File: config.mk
export PLATFORM = sky130hd
export DESIGN_NAME = rtc_control
export DESIGN_NICKNAME = d
export VERILOG_FILES = /design/src/rtc_sync2.v /design/src/rtc_control.v
export VERILOG_INCLUDE_DIRS = /design/src /design/src/pkg
export SDC_FILE = /design/constraint.sdc
export NUM_CORES = 1
export LEC_CHECK = 0
export BUFFER_PORTS_ARGS = -buffer_cell sky130_fd_sc_hd__buf_2
export CELL_PAD_IN_SITES_DETAIL_PLACEMENT = 2
export CELL_PAD_IN_SITES_GLOBAL_PLACEMENT = 2
export CORE_ASPECT_RATIO = 1.2
export CORE_MARGIN = 2
export CORE_UTILIZATION = 30
export CTS_CLUSTER_DIAMETER = 150
export DETAILED_ROUTE_END_ITERATION = 6
export PLACE_DENSITY_LB_ADDON = 0.08
export SYNTH_ARGS = -nofsm -noshare
export SYNTH_HDL_FRONTEND = slang
export SYNTH_SLANG_ARGS = --single-unit
export TNS_END_PERCENT = 10
File: constraint.sdc
create_clock -name CLK_SYS -period 1.95 [get_ports CLK_SYS]
set_input_delay 0.0975 -clock CLK_SYS [delete_from_list [all_inputs] [get_ports CLK_SYS]]
set_output_delay 0.0975 -clock CLK_SYS [all_outputs]
set_load 0.01 [all_outputs]
File: src/pkg/rtc_control_defs.vh
`ifndef RTC_CONTROL_DEFS_VH
`define RTC_CONTROL_DEFS_VH
// Register byte addresses
`define ADDR_CONTROL     8'h04
`define ADDR_CAPTURE     8'h08
`define ADDR_ALARM       8'h0c
`define ADDR_INT_STATUS  8'h10
`define ADDR_INT_ENABLE  8'h14
`define ADDR_INT_CLEAR   8'h18
`define ADDR_COUNT       8'h1c
// Control register fields
`define BIT_OSC_EN       7
`define BIT_MCLK_EN      6
`define BIT_OSC_FAIL     5
`define BIT_RUN          4
`define BIT_ALARM_EN     3
`define BIT_ALARM        2
`define BIT_SET          1
`define BIT_CAPTURE      0
// Interrupt status fields
`define IRQ_ALARM        0
`define IRQ_FAIL         1
`define IRQ_SET_DONE     2
`define IRQ_CAP_DONE     3
`define IRQ_WIDTH        4
// Reset values
`define CONTROL_RESET    8'h00
`define ZERO32           32'h00000000
// Missing clock timeout in ns
`define MCLK_TIMEOUT_NS  100000
`define CLK_PERIOD_NS    100
`endif

File: src/rtc_sync2.v
module rtc_sync2 (
  input  wire CLK_SYS,
  input  wire RST,
  input  wire d,
  output reg  q
);
  reg meta_q;

  always @(posedge CLK_SYS) begin
    if (RST) begin
      meta_q <= 1'b0;
      q      <= 1'b0;
    end else begin
      meta_q <= d;
      q      <= meta_q;
    end
  end
endmodule

File: src/rtc_control.v
// Function
// - The oscillator enable bit turns the timer oscillator and its bias on when set, off when clear.
// - The fail flag is set by hardware whenever the missing-clock detector times out.
// - The run bit lets the 32-bit count advance; when clear the count holds except when a set loads it or a pending auto-reset zeroes it.
// - Reading the alarm bit returns the live alarm event flag.
// - Writing one to the set bit starts a set; hardware clears the bit when done.
// - Clearing the alarm enable also clears the alarm event flag.
// - With auto-reset, the count goes to zero one oscillator cycle after alarm deasserts.
// - A set loads the 32-bit capture value into the count.
// - Writing one to the capture bit snapshots the count; hardware clears the bit after.
`include "rtc_control_defs.vh"
module rtc_control #(
  parameter MCLK_TIMEOUT_CYC = `MCLK_TIMEOUT_NS / `CLK_PERIOD_NS
) (
  input  wire        CLK_SYS,
  input  wire        RST,
  input  wire [31:0] HADDR,
  input  wire [1:0]  HTRANS,
  input  wire        HWRITE,
  input  wire [2:0]  HSIZE,
  input  wire [31:0] HWDATA,
  input  wire        HSEL,
  input  wire        HREADY,
  output reg  [31:0] HRDATA,
  output reg         HREADYOUT,
  output reg         HRESP,
  input  wire        OSC_CLK_IN,
  output reg         OSC_ENABLE,
  output reg         IRQ
);
  reg         osc_en_q;
  reg         mclk_en_q;
  reg         fail_q;
  reg         run_q;
  reg         alarm_en_q;
  reg         autoreset_q;
  reg         set_q;
  reg         cap_q;
  reg         alarm_q;
  reg         ar_pend_q;
  reg  [31:0] count_q;
  reg  [31:0] capture_q;
  reg  [31:0] alarm_val_q;
  reg  [`IRQ_WIDTH-1:0] stat_q;
  reg  [`IRQ_WIDTH-1:0] ien_q;
  reg  [7:0]  wr_addr_q;
  reg         wr_pend_q;
  reg  [31:0] mclk_cnt_q;
  reg         osc_prev_q;
  wire        osc_s;
  wire        osc_rise;
  wire        mclk_timeout;
  wire        alarm_hit;
  wire        wr_ctl;
  wire        ctl_set_w;
  wire        ctl_cap_w;
  reg  [`IRQ_WIDTH-1:0] ev;
  reg  [31:0] rd;

  ////////////////////////////////////////////////////////////////////////////
  // Oscillator input, synchronised before use
  // A third flop (osc_prev_q) forms the edge; the raw pin is never read
  rtc_sync2 u_sync (
    .CLK_SYS (CLK_SYS),
    .RST     (RST),
    .d       (OSC_CLK_IN),
    .q       (osc_s)
  );

  assign osc_rise = osc_s & ~osc_prev_q & osc_en_q;

  ////////////////////////////////////////////////////////////////////////////
  // AHB-Lite slave, zero wait states, always OKAY
  // HSIZE is ignored: only whole-word accesses are supported
  // Address bits above 7:0 are not decoded, so the map repeats
  wire addr_ok = HSEL & HREADY & HTRANS[1];
  always @* begin
    case (HADDR[7:0])
      `ADDR_CONTROL:    rd = {24'h000000, osc_en_q, mclk_en_q, fail_q, run_q,
                              alarm_en_q, alarm_q, set_q, cap_q};
      `ADDR_CAPTURE:    rd = capture_q;
      `ADDR_ALARM:      rd = alarm_val_q;
      `ADDR_INT_STATUS: rd = {28'h0000000, stat_q};
      `ADDR_INT_ENABLE: rd = {28'h0000000, ien_q};
      `ADDR_COUNT:      rd = count_q;
      // The clear register is write-only and reads as zero
      default:          rd = `ZERO32;
    endcase
  end

  // Writes land at the end of the data phase, while HWDATA still stands
  assign wr_ctl    = wr_pend_q & (wr_addr_q == `ADDR_CONTROL);
  assign ctl_set_w = wr_ctl & HWDATA[`BIT_SET];
  assign ctl_cap_w = wr_ctl & HWDATA[`BIT_CAPTURE];

  always @(posedge CLK_SYS) begin
    if (RST) begin
      wr_pend_q <= 1'b0;
      wr_addr_q <= 8'h00;
      HRDATA    <= `ZERO32;
      // Constant flops: the slave never waits and never reports an error
      HREADYOUT <= 1'b1;
      HRESP     <= 1'b0;
    end else begin
      wr_pend_q <= addr_ok & HWRITE;
      wr_addr_q <= HADDR[7:0];
      if (addr_ok & ~HWRITE)
        HRDATA <= rd;
    end
  end

  ////////////////////////////////////////////////////////////////////////////
  // Missing clock detector: no edge of the oscillator for the timeout
  // The counter saturates, so the timeout stays high until the pin moves or an enable drops
  assign mclk_timeout = mclk_en_q & osc_en_q & (mclk_cnt_q >= MCLK_TIMEOUT_CYC);

  always @(posedge CLK_SYS) begin
    if (RST) begin
      mclk_cnt_q <= `ZERO32;
      osc_prev_q <= 1'b0;
    end else begin
      osc_prev_q <= osc_s;
      if (~mclk_en_q | ~osc_en_q | (osc_s != osc_prev_q))
        mclk_cnt_q <= `ZERO32;
      else if (~mclk_timeout)
        mclk_cnt_q <= mclk_cnt_q + 32'h00000001;
    end
  end

  ////////////////////////////////////////////////////////////////////////////
  // Control register and timer
  // Equality match only; with auto-reset the count peaks two above the alarm value
  assign alarm_hit = alarm_en_q & (count_q == alarm_val_q);

  always @(posedge CLK_SYS) begin
    if (RST) begin
      osc_en_q    <= 1'b0;
      mclk_en_q   <= 1'b0;
      fail_q      <= 1'b0;
      run_q       <= 1'b0;
      alarm_en_q  <= 1'b0;
      autoreset_q <= 1'b0;
      set_q       <= 1'b0;
      cap_q       <= 1'b0;
      alarm_q     <= 1'b0;
      ar_pend_q   <= 1'b0;
      count_q     <= `ZERO32;
      capture_q   <= `ZERO32;
      alarm_val_q <= `ZERO32;
      OSC_ENABLE  <= 1'b0;
    end else begin
      OSC_ENABLE <= osc_en_q;
      if (wr_ctl) begin
        osc_en_q    <= HWDATA[`BIT_OSC_EN];
        mclk_en_q   <= HWDATA[`BIT_MCLK_EN];
        run_q       <= HWDATA[`BIT_RUN];
        alarm_en_q  <= HWDATA[`BIT_ALARM_EN];
        autoreset_q <= HWDATA[`BIT_ALARM];
      end
      // Set beats software's clear so a timeout is never lost
      // Writing zero to the flag clears it; writing one leaves it as it is
      if (mclk_timeout)
        fail_q <= 1'b1;
      else if (wr_ctl & ~HWDATA[`BIT_OSC_FAIL])
        fail_q <= 1'b0;
      if (wr_pend_q & (wr_addr_q == `ADDR_CAPTURE))
        capture_q <= HWDATA;
      if (wr_pend_q & (wr_addr_q == `ADDR_ALARM))
        alarm_val_q <= HWDATA;
      if (ctl_set_w)
        set_q <= 1'b1;
      if (ctl_cap_w)
        cap_q <= 1'b1;
      // Handshakes complete on the next rising oscillator edge, as the real timer would
      // With the oscillator off no edge comes, so set and capture stay pending
      if (osc_rise) begin
        alarm_q <= alarm_hit;
        if (set_q) begin
          count_q <= capture_q;
          set_q   <= 1'b0;
        end else if (ar_pend_q & ~alarm_q) begin
          count_q <= `ZERO32;
        end else if (run_q) begin
          count_q <= count_q + 32'h00000001;
        end
        ar_pend_q <= alarm_q ? autoreset_q : 1'b0;
        if (cap_q) begin
          capture_q <= count_q;
          cap_q     <= 1'b0;
        end
      end
      if ((wr_ctl & ~HWDATA[`BIT_ALARM_EN]) | ~alarm_en_q)
        alarm_q <= 1'b0;
    end
  end

  ////////////////////////////////////////////////////////////////////////////
  // Interrupt status: set wins over clear
  // IRQ lags status by a cycle so that it leaves the block from a flop
  always @* begin
    ev = {`IRQ_WIDTH{1'b0}};
    ev[`IRQ_ALARM]    = osc_rise & alarm_hit;
    ev[`IRQ_FAIL]     = mclk_timeout & ~fail_q;
    ev[`IRQ_SET_DONE] = osc_rise & set_q;
    ev[`IRQ_CAP_DONE] = osc_rise & cap_q;
  end

  always @(posedge CLK_SYS) begin
    if (RST) begin
      stat_q <= {`IRQ_WIDTH{1'b0}};
      ien_q  <= {`IRQ_WIDTH{1'b0}};
      IRQ    <= 1'b0;
    end else begin
      if (wr_pend_q & (wr_addr_q == `ADDR_INT_ENABLE))
        ien_q <= HWDATA[`IRQ_WIDTH-1:0];
      if (wr_pend_q & (wr_addr_q == `ADDR_INT_CLEAR))
        stat_q <= (stat_q & ~HWDATA[`IRQ_WIDTH-1:0]) | ev;
      else
        stat_q <= stat_q | ev;
      IRQ <= |(stat_q & ien_q);
    end
  end
endmodule

==> metrics, run 1 <==
worst vdd ir 0.410 mV; vias in the first global route 9053; final setup vio count 5; Final Critical Period 1.98 ns; grt total ovfl 0; fraction of layout cells with a size suffix above 1 24.8%; final hold vios 0; initial core utilization 30.4%; post-synthesis sequential area ratio 42.9%; Clk Latency, worst-skew pair 0.45 ns; cts bufs inserted 17; Reg clk slew, reported paths 0.08 ns; CP bufs+invs 2; Top FF cell, synth dfxtp_1; largest net degree at the start of global routing 67; Synth Instances 1015; crit path DAT 2.36 ns; Total Neg Setup Slack -0.101 ns; Via density 5.29; switching power 1.95 mW; number of port buffers 80; CP Max Fanout 3; clock tree sinks 192; async set-or-reset flop fraction in the synthesized netlist 0%; Avg Inst Size Synth 8.83 um2; Worst Setup End Kind flop; Hold Path Stages 2; switch share 24.6%; Pleak 4.51 nW; Yosys cell types 68; gr usage total 21.5%; sequential share of power 49.9%; combinational share of power 4.8%; Final WS setup -0.0349 ns; Slew Viols, Final 0; Clk pwr share 45.3%; Vias 8472; Tcrit/Tclk final 102%; final wirelength 33700 um; CTS tree done; HP Class in -> reg; clock root buffer clkbuf_16; core region area 29500 um2; CP startpoint kind flop; Detail Placement HPWL 23300 um; DRC 0; worst slew pin tran 0.521 ns; Syn-to-layout area delta 32.5%; status finished with violations; unrepaired setup endpoints after global routing yes; syn_nets 1094; failing checks setup timing; die width 162 um; die area 31300 um2; total power draw 7.92 mW; crit-path cells nand4_1 -> buf_4 -> or3_4 -> nor4_2 -> buf_4 -> mux2_2 -> a31oi_1; ANT nets after route 0; number of H-tree levels 4; WP data required 2.32 ns; fin nets 1278; Antenna diodes 0; Max Root-Sink Buffers 2; internal power 5.97 mW; Yosys warning count 0; Rows 69; drt initial violations 392; PwrDens 667 nW/um2; Seq cells post-synth 192; Critical Path Stages 7; Post-synth EDFFs 0; worst setup path category reg -> reg; critical path's largest stage delay 0.37 ns; largest delay contributor family on the critical path simple AND/OR/NAND/NOR gates; Worst path slowest cell or3_4; global placement routability congestion 0.806; I/O pin total 111; Syn Std Cell Area 8960 um2; routed wire length per instance 21.1 um; initial antenna violation count 0; Peak Freq 0.504 GHz; clock skew 0.0129 ns; DR pass1 iterations 7; Die H 193 um; Max-Cap Viols 0; cells on worst reg2reg path 7; Slew headroom 65.1%; first-pass GRT wire length 52500 um; CP dominant cell by count buf_4
## routing by layer
metal,track usage (%),wire [um]
met5,0,0
met4,6.29,751
met3,3.19,707
met2,39.3,17800
met1,25.7,14500
## power by group through the flow
stage | logic [mW] | registers [mW] | clock network [mW]
floorplan | 0.143 | 4.04 | 0
global placement | 0.308 | 4.05 | 0
detailed placement | 0.312 | 4.05 | 0
CTS | 0.380 | 3.96 | 3.71
global route | 0.413 | 3.96 | 3.85
finish | 0.379 | 3.96 | 3.59
## cell usage after synthesis (all sizes together), types with 12 or more instances
cell | count | area [um2]
a22oi | 12 | 95.1
and2 | 28 | 175
a21oi | 40 | 200
clkbuf | 49 | 184
mux2i | 84 | 841
nor2b | 16 | 100
nand3 | 28 | 145
buf | 37 | 235
nand2 | 95 | 357
o21ai | 52 | 260
nor3 | 14 | 92.6
a211oi | 35 | 263
nand4 | 19 | 125
nor4 | 19 | 149
nor2 | 107 | 409
a222oi | 24 | 240
or3 | 14 | 87.6
xor2 | 28 | 245
inv | 14 | 52.6
dfxtp | 192 | 3840
## final cells by class
type / count / area (um2)
Inverter: 14 / 52.6
Clock buffer: 20 / 457
Sequential cell: 192 / 3860
Fill cell: 3319 / 17700
Timing Repair Buffer: 250 / 2010
Clock inverter: 12 / 124
Multi-Input combinational cell: 724 / 4890
Tap cell: 390 / 488
## worst paths after layout
| path | end | start | slack, ns |
|---|---|---|---|
| max | count_q[21] | count_q[7] | -0.03 |
| min | wr_addr_q[5] | RST | 0.04 |
| max reg2reg | count_q[21] | count_q[7] | -0.03 |
| min reg2reg | HRDATA[8] | HRDATA[8] | 0.45 |
## cells in the final DEF, fill, tap and decap left out, types with 12 or more instances in the layout
| cell | n |
|---|---|
| clkbuf_16 | 18 |
| o21ai_0 | 50 |
| nand2_1 | 94 |
| dlygate4sd3_1 | 42 |
| nor2b_1 | 16 |
| inv_1 | 14 |
| or3_1 | 12 |
| nand3_1 | 24 |
| a21oi_1 | 37 |
| dfxtp_1 | 181 |
| nand4_1 | 18 |
| nor3_1 | 12 |
| and2_1 | 27 |
| mux2i_1 | 82 |
| a222oi_1 | 24 |
| buf_2 | 79 |
| nor2_1 | 104 |
| a211oi_1 | 33 |
| buf_4 | 112 |
| xor2_1 | 28 |
## registers in the layout (all words and copies together), names as in the netlist, 4 cells and up
name         cells
HRDATA          32
alarm_val_q     32
capture_q       32
count_q         32
ien_q            4
mclk_cnt_q      32
stat_q           4
wr_addr_q        8
## metrics by stage
step	hold WS [ns]	cell area, um2	worst slack [ns]	util [%]	instances
floorplan	0.226	8970	0.0277	-	1015
global placement	0.310	10500	-0.165	35.5	1518
detailed placement	0.324	10500	-0.197	35.5	1518
CTS	0.0271	11600	-0.0134	39.4	1596
global route	0.0394	11900	-0.103	40.2	1602
finish	0.0401	11900	-0.0349	40.2	1602
## cell families after synthesis
| family | count (synthesis) | share of synthesized area (%) |
|---|---|---|
| AO/OA/AOI/OAI | 226 | 17.5 |
| other | 2 | 0.0838 |
| adder cells (fa/ha/maj) | 4 | 0.558 |
| multiplexers | 85 | 9.51 |
| flip-flops | 192 | 42.9 |
| AND/OR/NAND/NOR | 372 | 20.9 |
| XOR/XNOR | 34 | 3.32 |
| buffers and inverters | 100 | 5.26 |
## repair_timing
| item | CTS | global route |
|---|---|---|
| hold buffers | 42 | 0 |
| gates cloned | 2 | 2 |
| setup endpoints to repair | 64 | 77 |
| buffers inserted | 2 | 4 |
| endpoints found under the hold margin | 47 | 0 |
| resized for setup | 17 | 37 |
| pin swaps | 5 | 44 |
Power figures use the tool's default switching activity.
==> run 2, diff against run 1 <==
--- a/config.mk
+++ b/config.mk
@@ -12,6 +12,7 @@
 export CORE_ASPECT_RATIO = 1.2
 export CORE_MARGIN = 2
 export CORE_UTILIZATION = 30
+export CTS_BUF_LIST = sky130_fd_sc_hd__clkbuf_4 sky130_fd_sc_hd__clkbuf_8
 export CTS_CLUSTER_DIAMETER = 150
 export DETAILED_ROUTE_END_ITERATION = 6
 export PLACE_DENSITY_LB_ADDON = 0.08
==> metrics, run 2 (synthesis results as in run 1) <==
status finished with violations (unchanged); failing checks setup timing (unchanged); CTS tree done (unchanged); internal power 5.25 mW (was 5.97 mW); cts bufs inserted 17 (unchanged); Final Critical Period 2.09 ns (was 1.98 ns); final hold vios 0 (unchanged); DRC 0 (unchanged); clock root buffer clkbuf_8 (was clkbuf_16); most common cell after layout, fill and taps aside dfxtp_1 (unchanged); gr usage total 21.4% (was 21.5%); HP Class in -> reg (unchanged); Tcrit/Tclk final 107% (was 102%); Util after Layout 39.7% (was 40.2%); worst vdd ir 0.348 mV (was 0.410 mV); initial core utilization 30.4% (unchanged); cells on worst reg2reg path 7 (unchanged); Worst Min Path Start HWRITE (was RST); vias in the first global route 9095 (was 9053); Slew headroom 66.7% (was 65.1%); CP startpoint kind flop (unchanged); highest-count cells in the layout ignoring fill and taps dfxtp_1, buf_4, nor2_1 (unchanged); final wirelength 33900 um (was 33700 um); worst r2r src count_q[7] (unchanged); Multi-input gate area 4830 um2 (was 4890 um2); Via density 5.29 (about the same); Max Root-Sink Buffers 2 (unchanged); routed wire length per instance 21.0 um (was 21.1 um); I/O pin total 111 (unchanged); register area 3860 um2 (about the same); number of port buffers 80 (unchanged); largest net degree at the start of global routing 67 (unchanged); Clk Latency, worst-skew pair 0.50 ns (was 0.45 ns); grt total ovfl 0 (unchanged); final setup vio count 34 (was 5); Filler cells 3345 (was 3319); crit-path cells nand4_1 -> buf_4 -> or3_4 -> nor4_2 -> buf_4 -> mux2_4 -> a31oi_4 (was nand4_1 -> buf_4 -> or3_4 -> nor4_2 -> buf_4 -> mux2_2 -> a31oi_1); WP data required 2.38 ns (was 2.32 ns); worst setup path category reg -> reg (unchanged); worst slew pin tran 0.499 ns (was 0.521 ns); Detail Placement HPWL 23300 um (unchanged); die width 162 um (unchanged); Reg2Reg Capture Point count_q[21] (unchanged); initial antenna violation count 0 (unchanged); total power draw 7.12 mW (was 7.92 mW); WHS Endpoint HRDATA[1] (was wr_addr_q[5]); unrepaired setup endpoints after global routing yes (unchanged); Antenna diodes 0 (unchanged); Reg clk slew, reported paths 0.11 ns (was 0.08 ns); clock tree sinks 192 (unchanged); pre-CTS setup slack -0.197 ns (unchanged); Syn-to-layout area delta 30.7% (was 32.5%); Slew Viols, Final 0 (unchanged); DR pass1 iterations 5 (was 7); Peak Freq 0.477 GHz (was 0.504 GHz); CP dominant cell by count buf_4 (unchanged); Worst Setup End Kind flop (unchanged); r2r setup slk -0.14 ns (was -0.03 ns); Total Neg Setup Slack -1.54 ns (was -0.101 ns); sequential share of power 55.6% (was 49.9%); Worst path slowest cell or3_4 (unchanged); core region area 29500 um2 (unchanged); Die H 193 um (unchanged); Pleak 4.44 nW (was 4.51 nW); die area 31300 um2 (unchanged); clock skew 0.0147 ns (was 0.0129 ns); switching power 1.87 mW (was 1.95 mW); Rows 69 (unchanged); global placement routability congestion 0.806 (unchanged); Max-Cap Viols 0 (unchanged); critical path's largest stage delay 0.39 ns (was 0.37 ns); Clk pwr share 38.9% (was 45.3%); Vias 8515 (was 8472); fin nets 1286 (was 1278); switch share 26.3% (was 24.6%); ANT nets after route 0 (unchanged); Hold Path Stages 5 (was 2); number of H-tree levels 4 (unchanged); CP Max Fanout 3 (unchanged); Final WS setup -0.144 ns (was -0.0349 ns); crit path DAT 2.52 ns (was 2.36 ns); combinational share of power 5.5% (was 4.8%); first-pass GRT wire length 52500 um (about the same); drt initial violations 365 (was 392); PwrDens 608 nW/um2 (was 667 nW/um2); fraction of layout cells with a size suffix above 1 24.3% (was 24.8%)
==> run 2: power groups by stage <==
stage	Clock [mW]	Sequential, mW	Combinational [mW]
finish	2.77	3.96	0.392
global route	2.99	3.96	0.425
CTS	2.85	3.96	0.386
detailed placement	0	4.05	0.312
global placement	0	4.05	0.308
floorplan	0	4.04	0.143
==> run 2: layer usage <==
layer  GRT usage [%]  up-vias  routed length (um)
met2            40.4      107               18300
met3            2.70       24                 764
met1            25.5     4339               14500
met5               0        -                   0
met4            4.65        0                 335
li1                -     4045                   -
==> run 2: worst max-delay path by stage <==
stage | cells past startpoint | slack [ns] | end | startpoint
after global placement | 6 | -0.16 | stat_q[0] | alarm_val_q[30]
after CTS | 7 | -0.04 | capture_q[0] | wr_addr_q[5]
after global routing | 7 | -0.19 | count_q[21] | count_q[7]
after floorplan | 6 | 0.03 | count_q[21] | count_q[6]
after detailed placement | 6 | -0.20 | stat_q[0] | alarm_val_q[30]
final | 7 | -0.14 | count_q[21] | count_q[7]
==> run 2: layout make-up <==
type                       instances  share of cell area [%]
clock buffer                      20                    2.30
clock inverter                    12                    1.06
inverter                          14                   0.449
multi-input combinational        723                    41.3
sequential                       192                    32.9
tap                              390                    4.17
timing repair buffer             259                    17.8
==> run 2: worst max-delay path, delay by kind of cell, from the launching register on <==
family	cells	cell delay [ns]
buffers and inverters	2	0.36
muxes	1	0.31
and+or+nand+nor	3	0.84
DFF	1	0.37
AOI/OAI and AO/OA	1	0.15
==> run 2: through the flow <==
stage | cells | hold WS [ns] | area (um2)
5_1_grt | 1610 | 0.110 | 11700
3_5_place_dp | 1518 | 0.324 | 10500
2_1_floorplan | 1015 | 0.226 | 8970
3_3_place_gp | 1518 | 0.310 | 10500
6_report | 1610 | 0.110 | 11700
4_1_cts | 1601 | 0.0728 | 11500
==> run 2: timing repair <==
action	4_1_cts	5_1_grt
gates resized for setup	15	33
buffers inserted	2	8
gates cloned	2	1
hold endpoints to repair	87	0
endpoints found under the setup margin	71	88
pin swaps	6	52
hold buffers	47	0
==> run 3, diff against run 2 <==
--- a/config.mk
+++ b/config.mk
@@ -11,7 +11,7 @@
 export CELL_PAD_IN_SITES_GLOBAL_PLACEMENT = 2
 export CORE_ASPECT_RATIO = 1.2
 export CORE_MARGIN = 2
-export CORE_UTILIZATION = 30
+export CORE_UTILIZATION = 33
 export CTS_BUF_LIST = sky130_fd_sc_hd__clkbuf_4 sky130_fd_sc_hd__clkbuf_8
 export CTS_CLUSTER_DIAMETER = 150
 export DETAILED_ROUTE_END_ITERATION = 6
==> metrics, run 3 (synthesis results as in run 1) <==
Rows 66 (was 69); number of H-tree levels 4 (unchanged); PwrDens 621 nW/um2 (was 608 nW/um2); I/O pin total 111 (unchanged); ANT nets after route 0 (unchanged); fraction of layout cells with a size suffix above 1 24.5% (was 24.3%); clock skew 0.0202 ns (was 0.0147 ns); drt initial violations 363 (was 365); clock root buffer clkbuf_8 (unchanged); Antenna diodes 0 (unchanged); worst setup path category reg -> reg (unchanged); Max-Cap Viols 0 (unchanged); Max Root-Sink Buffers 2 (unchanged); routed wire length per instance 21.1 um (was 21.0 um); number of port buffers 80 (unchanged); grt total ovfl 0 (unchanged); Final Critical Period 1.94 ns (was 2.09 ns); crit path DAT 2.30 ns (was 2.52 ns); failing checks DRC (was setup timing); Area after DPL 10400 um2 (was 10500 um2); Clk Latency, worst-skew pair 0.50 ns (about the same); fin nets 1278 (was 1286); cells on worst reg2reg path 6 (was 7); most common cell after layout, fill and taps aside dfxtp_1 (unchanged); Util after Layout 43.1% (was 39.7%); Die H 185 um (was 193 um); final wirelength 32800 um (was 33900 um); post-route insts no fill 1552 (was 1610); Tcrit/Tclk final 99.5% (was 107%); CP Max Fanout 16 (was 3); Via density 5.47 (was 5.29); initial antenna violation count 0 (unchanged); CP startpoint kind flop (unchanged); final instance area 11600 um2 (was 11700 um2); unrepaired setup endpoints after global routing yes (unchanged); Detail Placement HPWL 22600 um (was 23300 um); Reg clk slew, reported paths 0.10 ns (was 0.11 ns); Total Neg Setup Slack 0 ns (was -1.54 ns); vias in the first global route 9222 (was 9095); highest-count cells in the layout ignoring fill and taps dfxtp_1, buf_4, nor2_1 (unchanged); clock tree sinks 192 (unchanged); first-pass GRT wire length 52100 um (was 52500 um); DR pass1 iterations 7 (was 5); dpl cells 1468 (was 1518); Slew Viols, Final 0 (unchanged); Worst Setup End Kind flop (unchanged); DRC 2 (was 0); Filler cells 3002 (was 3345); CTS tree done (unchanged); Pleak 4.44 nW (about the same); cts bufs inserted 17 (unchanged); Syn-to-layout area delta 29.5% (was 30.7%); die area 28500 um2 (was 31300 um2); final setup vio count 0 (was 34); largest net degree at the start of global routing 66 (was 67); final hold vios 0 (unchanged); gr usage total 23.5% (was 21.4%); Hold Path Stages 2 (was 5); status finished with violations (unchanged); Vias 8490 (was 8515); die width 154 um (was 162 um); worst slew pin tran 0.527 ns (was 0.499 ns); Slew headroom 64.8% (was 66.7%); Peak Freq 0.515 GHz (was 0.477 GHz); core region area 26900 um2 (was 29500 um2); WP data required 2.31 ns (was 2.38 ns); initial core utilization 33.3% (was 30.4%); global placement routability congestion 0.789 (was 0.806); worst vdd ir 0.353 mV (was 0.348 mV); HP Class in -> reg (unchanged)
## run 3: repair_timing
action / CTS / global route
buffers inserted: 2 / 6
endpoints found under the hold margin: 88 / 0
endpoints found under the setup margin: 78 / 74
hold buffers: 42 / 0
gates resized for setup: 14 / 46
cloned: 2 / 0
pin swaps: 5 / 21
## run 3: power breakdown
group | total [mW] | switching, mW | internal (mW)
clock | 2.86 | 1.64 | 1.22
sequential | 3.96 | 0.0205 | 3.94
combinational | 0.375 | 0.202 | 0.173
total | 7.20 | 1.87 | 5.33
## run 3: critical path, cell delays in order, from the launching register on
cell and delay [ns]:
dfxtp_2 0.34, or4b_4 0.58, nor3_4 0.17, buf_12 0.17, buf_16 0.21, mux2i_1 0.24
a211oi_2 0.09
## run 3: metal layers
layer | vias up | wire length, um | track usage (%)
met3 | 39 | 802 | 3.69
li1 | 4036 | - | -
met4 | 0 | 819 | 8.07
met1 | 4308 | 14000 | 27.5
met2 | 107 | 17200 | 43.5
met5 | - | 0 | 0
## run 3: cell type report
type / instances / area, um2 / share of cell area [%]
clock buffer: 18 / 248 / 2.14
clock inverter: 14 / 166 / 1.43
inverter: 14 / 52.6 / 0.453
tap: 340 / 425 / 3.67
sequential: 192 / 3860 / 33.3
multi-input combinational: 723 / 4840 / 41.8
timing repair buffer: 251 / 2010 / 17.3
## run 3: stage by stage
stage / hold slack [ns] / setup WS (ns) / total power, mW
2_1_floorplan: 0.226 / 0.0277 / 4.19
3_3_place_gp: 0.314 / -0.109 / 4.35
3_5_place_dp: 0.321 / -0.140 / 4.36
4_1_cts: 0.000540 / 0.000227 / 7.33
5_1_grt: 0.0338 / -0.0989 / 7.51
6_report: 0.0329 / 0.00878 / 7.20
## run 3: path summary, 6_finish.rpt
kind / from / to / slack (ns)
setup / recovery: wr_addr_q[6] / capture_q[1] / 0.009
hold / removal: RST / ien_q[0] / 0.03
setup reg to reg: wr_addr_q[6] / capture_q[1] / 0.009
hold reg to reg: HRDATA[12] / HRDATA[12] / 0.46
